--- src/serial_port_defines.vh ---
// Constants shared by the serial port flags and receiver design
`ifndef SERIAL_PORT_DEFINES_VH
`define SERIAL_PORT_DEFINES_VH

// Character size codes
`define CHAR_SIZE_NINE 3'h7
`define CHAR_BITS_BASE 4'h5
`define CHAR_BITS_MAX 4'h9

// Parity mode field
`define PARITY_ENABLE_BIT 1
`define PARITY_ODD_BIT 0

// Transmitter states
`define TX_IDLE 3'h0
`define TX_START 3'h1
`define TX_DATA 3'h2
`define TX_PARITY 3'h3
`define TX_STOP1 3'h4
`define TX_STOP2 3'h5

// Receiver states
`define RX_IDLE 2'h0
`define RX_DATA 2'h1
`define RX_PARITY 2'h2
`define RX_STOP 2'h3

// Receive buffer entry layout
`define ENTRY_WIDTH 12
`define ENTRY_DATA_MSB 8
`define ENTRY_FE_BIT 9
`define ENTRY_PE_BIT 10
`define ENTRY_DOR_BIT 11
`define RX_BUF_DEPTH 2'h2

// Reset values
`define LINE_IDLE 1'b1
`define NINE_ZERO 9'h000
`define ENTRY_ZERO 12'h000
`define COUNT_ZERO 4'h0

`endif

--- src/rx_frame_buffer.v ---
// Two-entry receive buffer holding each character with its status bits
`timescale 1ns/100ps
`include "serial_port_defines.vh"

module rx_frame_buffer (
	input wire i_core_clk,
	input wire i_rstn,
	input wire i_flush,
	input wire i_push,
	input wire [`ENTRY_WIDTH-1:0] i_entry,
	input wire i_pop,
	output wire [`ENTRY_WIDTH-1:0] o_head,
	output wire o_not_empty,
	output wire o_full
);

reg [`ENTRY_WIDTH-1:0] mem [0:1];
reg wr_ptr;
reg rd_ptr;
reg [1:0] count;
wire do_push;
wire do_pop;

assign do_push = i_push & (count != `RX_BUF_DEPTH);
assign do_pop = i_pop & (count != 2'h0);
assign o_not_empty = (count != 2'h0);
assign o_full = (count == `RX_BUF_DEPTH);
// Empty buffer reads as zero so status bits never show stale errors
assign o_head = o_not_empty ? mem[rd_ptr] : `ENTRY_ZERO;

genvar g;
generate
	for (g = 0; g < 2; g = g + 1) begin : entry
		always @(posedge i_core_clk or negedge i_rstn) begin
			if (!i_rstn) begin
				mem[g] <= `ENTRY_ZERO;
			end else if (do_push && (wr_ptr == g)) begin
				mem[g] <= i_entry;
			end
		end
	end
endgenerate

always @(posedge i_core_clk or negedge i_rstn) begin
	if (!i_rstn) begin
		wr_ptr <= 1'b0;
		rd_ptr <= 1'b0;
		count <= 2'h0;
	end else if (i_flush) begin
		wr_ptr <= 1'b0;
		rd_ptr <= 1'b0;
		count <= 2'h0;
	end else begin
		if (do_push) begin
			wr_ptr <= ~wr_ptr;
		end
		if (do_pop) begin
			rd_ptr <= ~rd_ptr;
		end
		if (do_push && !do_pop) begin
			count <= count + 2'h1;
		end else if (do_pop && !do_push) begin
			count <= count - 2'h1;
		end
	end
end

endmodule

--- src/serial_port_flags_and_receiver.v ---
// Serial port transmitter flags, parity insertion and two-entry receiver
`timescale 1ns/100ps
`include "serial_port_defines.vh"

module serial_port_flags_and_receiver (
	input wire i_core_clk,
	input wire i_rstn,
	input wire i_baud_tick,
	input wire i_sync_mode,
	input wire i_transmit_enable,
	input wire i_receive_enable,
	input wire [1:0] i_parity_mode,
	input wire [2:0] i_char_size,
	input wire i_stop_bit_count,
	input wire i_tx_empty_irq_enable,
	input wire i_tx_done_irq_enable,
	input wire i_rx_done_irq_enable,
	input wire i_data_wr,
	input wire [7:0] i_data_wdata,
	input wire i_tx_ninth_bit,
	input wire i_tx_complete_clear,
	input wire i_tx_done_irq_ack,
	input wire i_data_rd,
	input wire i_serial_in_pin,
	input wire i_external_bit_clock_pin,
	output wire o_serial_out_pin,
	output wire o_serial_out_oe,
	output wire o_serial_in_claimed,
	output wire o_tx_buffer_empty,
	output wire o_tx_complete,
	output wire [7:0] o_rx_data,
	output wire o_rx_ninth_bit,
	output wire o_rx_complete,
	output wire o_frame_error,
	output wire o_data_overrun,
	output wire o_parity_error,
	output wire o_tx_empty_irq,
	output wire o_tx_done_irq,
	output wire o_rx_done_irq
);

localparam ST_TX_IDLE = `TX_IDLE;
localparam ST_TX_START = `TX_START;
localparam ST_TX_DATA = `TX_DATA;
localparam ST_TX_PARITY = `TX_PARITY;
localparam ST_TX_STOP1 = `TX_STOP1;
localparam ST_TX_STOP2 = `TX_STOP2;
localparam ST_RX_IDLE = `RX_IDLE;
localparam ST_RX_DATA = `RX_DATA;
localparam ST_RX_PARITY = `RX_PARITY;
localparam ST_RX_STOP = `RX_STOP;

// Pin synchronisers
reg rxd_meta;
reg rxd_sync;
reg xck_meta;
reg xck_sync;
reg xck_last;

always @(posedge i_core_clk or negedge i_rstn) begin
	if (!i_rstn) begin
		rxd_meta <= `LINE_IDLE;
		rxd_sync <= `LINE_IDLE;
		xck_meta <= 1'b0;
		xck_sync <= 1'b0;
		xck_last <= 1'b0;
	end else begin
		rxd_meta <= i_serial_in_pin;
		rxd_sync <= rxd_meta;
		xck_meta <= i_external_bit_clock_pin;
		xck_sync <= xck_meta;
		xck_last <= xck_sync;
	end
end

wire xck_rise;
wire xck_fall;
wire tx_tick;
wire rx_tick;
assign xck_rise = xck_sync & ~xck_last;
assign xck_fall = ~xck_sync & xck_last;
// In sync mode transmit changes on the falling edge, receive samples on the rising one; otherwise both use i_baud_tick
assign tx_tick = i_sync_mode ? xck_fall : i_baud_tick;
assign rx_tick = i_sync_mode ? xck_rise : i_baud_tick;

// Frame format
wire [3:0] char_bits;
wire parity_on;
assign char_bits = (i_char_size == `CHAR_SIZE_NINE) ? `CHAR_BITS_MAX :
	(`CHAR_BITS_BASE + {2'h0, i_char_size[1:0]});
assign parity_on = i_parity_mode[`PARITY_ENABLE_BIT];

// Keep only the active data bits of a nine-bit word
function [8:0] mask_data;
	input [8:0] value;
	input [3:0] bits;
	reg [8:0] m;
	begin
		m = ~(9'h1ff << bits);
		mask_data = value & m;
	end
endfunction

// Transmitter
reg [8:0] hold_data;
reg hold_full;
reg [8:0] tx_shift;
reg [3:0] tx_count;
reg [2:0] tx_state;
reg tx_parity;
reg tx_line;
reg tx_on;
reg tx_complete;
wire tx_busy;
wire tx_load;
wire [8:0] hold_masked;
wire frame_end;

assign tx_busy = (tx_state != ST_TX_IDLE);
assign hold_masked = mask_data(hold_data, char_bits);
assign frame_end = tx_tick & (((tx_state == ST_TX_STOP1) & ~i_stop_bit_count) |
	(tx_state == ST_TX_STOP2));
// Holding buffer moves to the shifter when idle or right after the last stop bit
assign tx_load = tx_tick & hold_full & tx_on &
	((tx_state == ST_TX_IDLE) | frame_end);

always @(posedge i_core_clk or negedge i_rstn) begin
	if (!i_rstn) begin
		hold_data <= `NINE_ZERO;
		hold_full <= 1'b0;
	end else begin
		if (tx_load) begin
			hold_full <= 1'b0;
		end
		if (i_data_wr) begin
			hold_data <= {i_tx_ninth_bit, i_data_wdata};
			hold_full <= 1'b1;
		end
	end
end

always @(posedge i_core_clk or negedge i_rstn) begin
	if (!i_rstn) begin
		tx_shift <= `NINE_ZERO;
		tx_count <= `COUNT_ZERO;
		tx_state <= ST_TX_IDLE;
		tx_parity <= 1'b0;
		tx_line <= `LINE_IDLE;
	end else if (tx_load) begin
		tx_shift <= hold_masked;
		tx_parity <= (^hold_masked) ^ i_parity_mode[`PARITY_ODD_BIT];
		tx_count <= `COUNT_ZERO;
		tx_line <= 1'b0;
		tx_state <= ST_TX_START;
	end else if (tx_tick) begin
		case (tx_state)
			ST_TX_START: begin
				tx_line <= tx_shift[0];
				tx_shift <= {1'b0, tx_shift[8:1]};
				tx_count <= 4'h1;
				tx_state <= ST_TX_DATA;
			end
			ST_TX_DATA: begin
				if (tx_count == char_bits) begin
					if (parity_on) begin
						tx_line <= tx_parity;
						tx_state <= ST_TX_PARITY;
					end else begin
						tx_line <= `LINE_IDLE;
						tx_state <= ST_TX_STOP1;
					end
				end else begin
					tx_line <= tx_shift[0];
					tx_shift <= {1'b0, tx_shift[8:1]};
					tx_count <= tx_count + 4'h1;
				end
			end
			ST_TX_PARITY: begin
				tx_line <= `LINE_IDLE;
				tx_state <= ST_TX_STOP1;
			end
			ST_TX_STOP1: begin
				tx_line <= `LINE_IDLE;
				tx_state <= i_stop_bit_count ? ST_TX_STOP2 : ST_TX_IDLE;
			end
			ST_TX_STOP2: begin
				tx_line <= `LINE_IDLE;
				tx_state <= ST_TX_IDLE;
			end
			default: begin
				tx_line <= `LINE_IDLE;
				tx_state <= ST_TX_IDLE;
			end
		endcase
	end
end

// Transmitter stays on after disable until nothing is left to send
always @(posedge i_core_clk or negedge i_rstn) begin
	if (!i_rstn) begin
		tx_on <= 1'b0;
	end else if (i_transmit_enable) begin
		tx_on <= 1'b1;
	end else if (!tx_busy && !hold_full && !i_data_wr) begin
		tx_on <= 1'b0;
	end
end

// Set wins over either clear so a finishing frame is never missed
always @(posedge i_core_clk or negedge i_rstn) begin
	if (!i_rstn) begin
		tx_complete <= 1'b0;
	end else if (frame_end && !hold_full) begin
		tx_complete <= 1'b1;
	end else if (i_tx_complete_clear || i_tx_done_irq_ack) begin
		tx_complete <= 1'b0;
	end
end

assign o_serial_out_pin = tx_on ? tx_line : `LINE_IDLE;
assign o_serial_out_oe = tx_on;
assign o_tx_buffer_empty = ~hold_full;
assign o_tx_complete = tx_complete;

// Receiver
reg [1:0] rx_state;
reg [8:0] rx_shift;
reg [3:0] rx_count;
reg rx_pbit;
reg rx_wait;
reg [8:0] wait_data;
reg wait_fe;
reg wait_pe;
reg dor_pending;
wire [8:0] rx_aligned;
wire rx_calc_parity;
wire buf_full;
wire buf_not_empty;
wire buf_push;
wire [`ENTRY_WIDTH-1:0] buf_head;

// Bits arrive LSB first into the top, so shift down by the unused count
assign rx_aligned = rx_shift >> (`CHAR_BITS_MAX - char_bits);
assign rx_calc_parity = (^rx_aligned) ^ i_parity_mode[`PARITY_ODD_BIT];
assign buf_push = rx_wait & ~buf_full;
assign o_serial_in_claimed = i_receive_enable;

always @(posedge i_core_clk or negedge i_rstn) begin
	if (!i_rstn) begin
		rx_state <= ST_RX_IDLE;
		rx_shift <= `NINE_ZERO;
		rx_count <= `COUNT_ZERO;
		rx_pbit <= 1'b0;
		rx_wait <= 1'b0;
		wait_data <= `NINE_ZERO;
		wait_fe <= 1'b0;
		wait_pe <= 1'b0;
		dor_pending <= 1'b0;
	end else if (!i_receive_enable) begin
		// Disable is immediate; a frame in flight is dropped
		rx_state <= ST_RX_IDLE;
		rx_wait <= 1'b0;
		dor_pending <= 1'b0;
	end else begin
		if (buf_push) begin
			rx_wait <= 1'b0;
			dor_pending <= 1'b0;
		end
		if (rx_tick) begin
			case (rx_state)
				ST_RX_IDLE: begin
					if (!rxd_sync) begin
						rx_count <= `COUNT_ZERO;
						rx_shift <= `NINE_ZERO;
						rx_state <= ST_RX_DATA;
						if (rx_wait && buf_full) begin
							dor_pending <= 1'b1;
						end
					end
				end
				ST_RX_DATA: begin
					rx_shift <= {rxd_sync, rx_shift[8:1]};
					rx_count <= rx_count + 4'h1;
					if (rx_count == char_bits - 4'h1) begin
						rx_state <= parity_on ? ST_RX_PARITY : ST_RX_STOP;
					end
				end
				ST_RX_PARITY: begin
					rx_pbit <= rxd_sync;
					rx_state <= ST_RX_STOP;
				end
				ST_RX_STOP: begin
					// Only the first stop bit is looked at; idle skips a second
					wait_data <= rx_aligned;
					wait_fe <= ~rxd_sync;
					wait_pe <= parity_on & (rx_calc_parity != rx_pbit);
					rx_wait <= 1'b1;
					rx_state <= ST_RX_IDLE;
				end
				default: begin
					rx_state <= ST_RX_IDLE;
				end
			endcase
		end
	end
end

rx_frame_buffer rx_frame_buffer_inst (
	.i_core_clk(i_core_clk),
	.i_rstn(i_rstn),
	.i_flush(~i_receive_enable),
	.i_push(buf_push),
	.i_entry({dor_pending, wait_pe, wait_fe, wait_data}),
	.i_pop(i_data_rd),
	.o_head(buf_head),
	.o_not_empty(buf_not_empty),
	.o_full(buf_full)
);

// Status is read from the buffer head only; no write path exists
assign o_rx_data = buf_head[7:0];
assign o_rx_ninth_bit = buf_head[`ENTRY_DATA_MSB];
assign o_frame_error = buf_head[`ENTRY_FE_BIT];
// Gated so a stored error reads zero once checking is switched off
assign o_parity_error = buf_head[`ENTRY_PE_BIT] & parity_on;
assign o_data_overrun = buf_head[`ENTRY_DOR_BIT];
assign o_rx_complete = buf_not_empty;

// Interrupt levels; global masking lives outside
assign o_tx_empty_irq = ~hold_full & i_tx_empty_irq_enable;
assign o_tx_done_irq = tx_complete & i_tx_done_irq_enable;
assign o_rx_done_irq = buf_not_empty & i_rx_done_irq_enable;

endmodule

--- config.mk ---
export PLATFORM = sky130hd
export DESIGN_NAME = serial_port_flags_and_receiver
export DESIGN_NICKNAME = d
export VERILOG_FILES = /design/src/rx_frame_buffer.v /design/src/serial_port_flags_and_receiver.v
export VERILOG_INCLUDE_DIRS = /design/src
export SDC_FILE = /design/constraint.sdc
export NUM_CORES = 1
export LEC_CHECK = 0
export CAP_MARGIN = 20
export CELL_PAD_IN_SITES_DETAIL_PLACEMENT = 0
export CELL_PAD_IN_SITES_GLOBAL_PLACEMENT = 1
export CORE_MARGIN = 2
export CORE_UTILIZATION = 50
export DETAILED_ROUTE_END_ITERATION = 7
export DONT_BUFFER_PORTS = 1
export GPL_TIMING_DRIVEN = 0
export PLACE_DENSITY_LB_ADDON = 0.2
export SYNTH_ARGS = -nofsm -noshare
export SYNTH_HDL_FRONTEND = slang
export SYNTH_SLANG_ARGS = --single-unit
--- constraint.sdc ---
create_clock -name i_core_clk -period 2.8 [get_ports i_core_clk]
set_input_delay 0 -clock i_core_clk [delete_from_list [all_inputs] [get_ports i_core_clk]]
set_output_delay 0 -clock i_core_clk [all_outputs]
set_load 0.1 [all_outputs]
[Word-level counts from Yosys, hierarchy flattened]
Cells that the tools add are included.
Operators by class
  equality and inequality tests: 23
  $add $sub $neg: 7
  bitwise operators: 30
  $lt $le $gt $ge: 1
  reduce and logical (&&, ||, !) cells: 32
  shifts and indexed selects: 2
  muxes and demuxes: 60
Operators by type and width (number)
  two-way mux 12 bit: 4
  two-way mux 9 bit: 4
  one-hot mux 9 bit (2 select lines): 2
  two-way mux 1 bit: 28
  two-way mux 4 bit: 5
  XOR reduction 9 bit: 2
  one-hot mux 4 bit (2 select lines): 2
  AND 1 bit: 15
  two-way mux 3 bit: 5
  two-way mux 2 bit: 7
  inequality test 3 bit, second input constant: 4
  one-hot mux 3 bit (4 select lines): 1
  AND reduction 3 bit: 4
  nonzero test 2 bit: 6
  AND 9 bit: 1
  equality test 3 bit, second input constant: 3
  NOT 9 bit: 1
  << shifter 9 x 4 -> 9 bit, first input constant: 1
  >> shifter 9 x 4 -> 9 bit: 1
  adder 4 x 1 -> 4 bit, second input constant: 2
  equality test 4 bit: 2
  logical AND 1 bit: 8
  NOT 1 bit: 8
  one-hot mux 2 bit (4 select lines): 1
  25 further kinds: 38
Storage, ports and cells
  register bits after elaboration: 92
  logic and storage cells: 183
  output and inout port bits: 21

[Depth between registers and ports, before layout]
  depth after elaboration: 9
  gate-level depth with buffers: 12
  mapped depth without buffers: 10

[Hierarchy]
From an unflattened synthesis, not the netlist that was laid out.
Unflattened totals
  cells, all modules: 490
  area, all modules: 5006.1 µm²
Modules (own cells, without submodules)
  serial_port_flags_and_receiver: area each 3697.3 µm², instances 1, cells each 388
  rx_frame_buffer: area each 1308.8 µm², instances 1, cells each 102

[Worst setup path before layout]
Ideal clock, no wire load.
  path kind: flip-flop to output port
  start point: register rx_frame_buffer_inst.rd_ptr
  end point: output port o_parity_error
  data required time: 2.800 ns
  slack: 0.157 ns
  data arrival time: 2.643 ns
  cell stages (with the launch flop): 4
  path through: dfrtp_1 clkbuf_1 mux2i_1 nor3_1
Between the ends
  longest elaborated chain between the ends: 6
Ends and longest elaborated chain
  from (decl): line rx_frame_buffer.v:19  | reg rd_ptr;
  from (signal assigned): line rx_frame_buffer.v:58  | rd_ptr <= ~rd_ptr;
  NOT 1 -> 2 bit (not written as such): line rx_frame_buffer.v:29  | assign o_head = o_not_empty ? mem[rd_ptr] : `ENTRY_ZERO;
  two-way mux 12 bit (not written as such) (3 in series): line rx_frame_buffer.v:29
  two-way mux 12 bit (no line)
  AND 1 bit: line serial_port_flags_and_receiver.v:325  | assign o_parity_error = buf_head[`ENTRY_PE_BIT] & parity_on;
  to (decl): line serial_port_flags_and_receiver.v:36  | output wire o_parity_error,
Every way passes these cells. The select of a mux whose other input is x is not followed.

[Worst setup path after layout]
  start point: register rx_frame_buffer_inst.rd_ptr
  end point: output port o_rx_ninth_bit
Between the ends
  longest elaborated chain between the ends: 5
Ends and longest elaborated chain
  NOT 1 -> 2 bit (not written as such): line rx_frame_buffer.v:29
  two-way mux 12 bit (not written as such) (3 in series): line rx_frame_buffer.v:29
  two-way mux 12 bit (no line)
  to (decl): line serial_port_flags_and_receiver.v:32  | output wire o_rx_ninth_bit,
Every way passes these cells. The select of a mux whose other input is x is not followed.

==> run metrics <==
Syn Std Cell Area=~4900 um^2; synthesized area per cell=~10 um^2; top cell type's share of synthesized area=45.0%; crit path DAT=around 2.6 ns; Antenna Nets Post-Route=0; initial antenna violation count=0; Post-Syn Instances=496; Detailed Place HPWL=~7.3 mm; routed vias=about 3.7k; Max rail drop VDD=300 uV; clock skew=roughly 0.021 ns; Setup CP Type=flop to primary output; clk buf depth=2; Initial Utilization=51.1%; static leakage=roughly 2.4 nW; Final period util=a little over 90%; 1st-iter DRT viols=roughly 150; die area=about 11000 um^2; most frequent cells in the layout=88 x dfrtp_1, 79 x nand2_1, 44 x o21ai_0; first-pass GRT wire length=between 15 and 20 mm; final hold violation count=0; commonest non-fill, non-tap cell in the layout=dfrtp_1; hold slack=roughly 0.013 ns; die width=103 um; RSZ-0062 raised after global routing=false; Synth Net Count=538; Core Footprint=between 9000 and 10000 um^2; CTS tree=built; # setup viols final=0; GRT Resource Usage Total=a little over a fifth; Seq cells post-synth=roughly 90; Cells after DPL=630; Comb pwr share=between 20% and 30%; DR WL/cell=15.7 um; number of port buffers=0; number of global-route vias before repair=between 3k and 4k; Residual DRC=0; min-delay worst type=input pin to flop; reg-to-reg slack, setup=0.39 ns; htree depth=3; clock sink count=between 90 and 100; CP Max Fanout=10; DR vias/cell=5.47; latest clock arrival within the worst-skew pair=0.37 ns; Post-synth EDFFs=0; switching share of power=between 30% and 40%; nets=572; sequential cell area fraction in the yosys report=46.6%; yosys warns=0; largest net degree at the start of global routing=93; Synth area leaders=dfrtp_1 45%, mux2_2 7.7%, nand2_1 6.0%, mux2i_1 4.7%, o21ai_0 4.4%; Routability Congestion=~0.8; ys flop type=dfrtp_1; Tmin final=~2.6 ns; total CTS buffers=9; outcome=finished, final reports clean; layout cell share with drive strength beyond 1=about 15%; # Post-CTS Setup Buffers=0; Internal=2.17 mW; Final Max Slew Viols=0; WP data required=about 2.8 ns; post-synthesis cell type count=slightly above 50; Switch Pwr=approximately 1.2 mW; clk slew on worst S/H paths=roughly 0.10 ns; non-filler cells in the finished layout=about 670; ant diodes=0; CP Launch Type=flop; leading area contributor after synthesis=dfrtp_1; Max-Cap Viols=0; # IOs=just over 50; Power Dens Cells=about 600 nW/um^2; sequential share of power=a little under half; power consumption=3.41 mW; async set or reset register ratio after synthesis=100%; Slew headroom=between 20% and 30%; GR Overflow Total=0; Fmax=just under 400 MHz; Clk pwr share=a little over a quarter; root buffer cell=clkbuf_8; row cnt=36; overall routed net length=roughly 10 mm; Pre-antenna DRT Iters=5; Crit. End Element=primary output; Slew @ Worst Pin=between 1 and 1.5 ns; P&R area growth vs syn=13.2%; die height=a little over 100 um
Yosys cell counts, types with 4 or more instances:
cell / instances
dfrtp_1: 89
nand2_1: 79
o21ai_0: 44
mux2_2: 34
nor2_1: 34
mux2i_1: 23
a21oi_1: 20
clkbuf_1: 19
xnor2_1: 18
inv_1: 17
ha_1: 12
nand2b_1: 10
nor3_1: 8
and2_1: 6
nand3_1: 5
nand3b_1: 5
nor2b_1: 5
a21o_1: 4
a22o_1: 4
a31oi_1: 4
o31ai_1: 4
xor2_1: 4
logic make-up (layout without fill, tap and decap cells):
kind of cell | after synthesis | count (layout) | synth area share, %
simple gates | 162 | 162 | 14.7
compound gates | 99 | 99 | 12.4
flops | 92 | 92 | 46.6
mux | 62 | 62 | 14.8
buf+inv | 46 | 85 | 4.12
xor+xnor | 23 | 23 | 4.35
fa+ha+maj | 12 | 12 | 3.03
per-stage QoR:
stage                     TNS (ns)  setup slack (ns)  area [um^2]  util [%]
after floorplan                  0             0.157         4950         -
after global placement     -0.0225           -0.0225         5120      52.8
after detailed placement   -0.0330           -0.0330         5170      53.4
after CTS                        0            0.0724         5600      57.8
after global routing             0            0.0378         5600      57.9
final                            0             0.210         5600      57.9
final cells by class:
cell class | instances | area, um^2
sequential | 92 | 2310
fill | 880 | 4080
inverter | 20 | 75.1
tap | 133 | 166
buffer | 26 | 129
clock inverter | 7 | 71.3
clock buffer | 9 | 124
timing repair buffer | 23 | 253
multi-input combinational | 358 | 2480
power by group through the flow:
stage               combinational, mW  sequential (mW)  clock [mW]
floorplan                       0.731             1.58           0
global placement                0.858             1.61           0
detailed placement              0.876             1.62           0
CTS                             0.936             1.59       0.913
global route                     1.04             1.61       0.963
finish                          0.932             1.59       0.890
state kept, by name (all words and copies together), names as in the netlist, 2 cells and up:
| signal | count |
|---|---|
| tx_count | 4 |
| rx_shift | 9 |
| hold_data | 9 |
| tx_shift | 9 |
| rx_frame_buffer_inst.mem | 24 |
| rx_count | 4 |
| rx_frame_buffer_inst.count | 2 |
| tx_state | 3 |
| wait_data | 9 |
| rx_state | 2 |
timing repair:
item                                    in CTS  in global routing
endpoints found under the setup margin       0                 12
hold buffers                                22                  0
endpoints found under the hold margin      112                  0
gates resized for setup                      0                  1
final timing paths:
| kind | startpoint | end | cells after the start |
|---|---|---|---|
| hold reg to reg | rxd_meta | rxd_sync | 0 |
| min in group asynchronous | i_rstn | wait_data[6] | 2 |
| hold / removal | i_parity_mode[1] | wait_pe | 3 |
| setup reg to reg | rx_shift[6] | wait_pe | 7 |
| setup / recovery | rx_frame_buffer_inst.rd_ptr | o_rx_ninth_bit | 4 |
| max in group asynchronous | i_rstn | rxd_meta | 2 |
routing by layer:
metal / global-route usage, % / part of all wire (%) / routed length [um]
met5: 0 / 0 / 0
met4: 5.47 / 0.71 / 74
met3: 4.10 / 3.7 / 392
met2: 33.3 / 47 / 4950
met1: 31.0 / 48 / 5050
worst max-delay path: stages (launching register included):
cell,delay [ns]
dfrtp_1,0.33
clkbuf_1,0.24
buf_1,0.60
mux2i_1,0.21
nor2_2,0.84
Power figures use the tool's default switching activity.
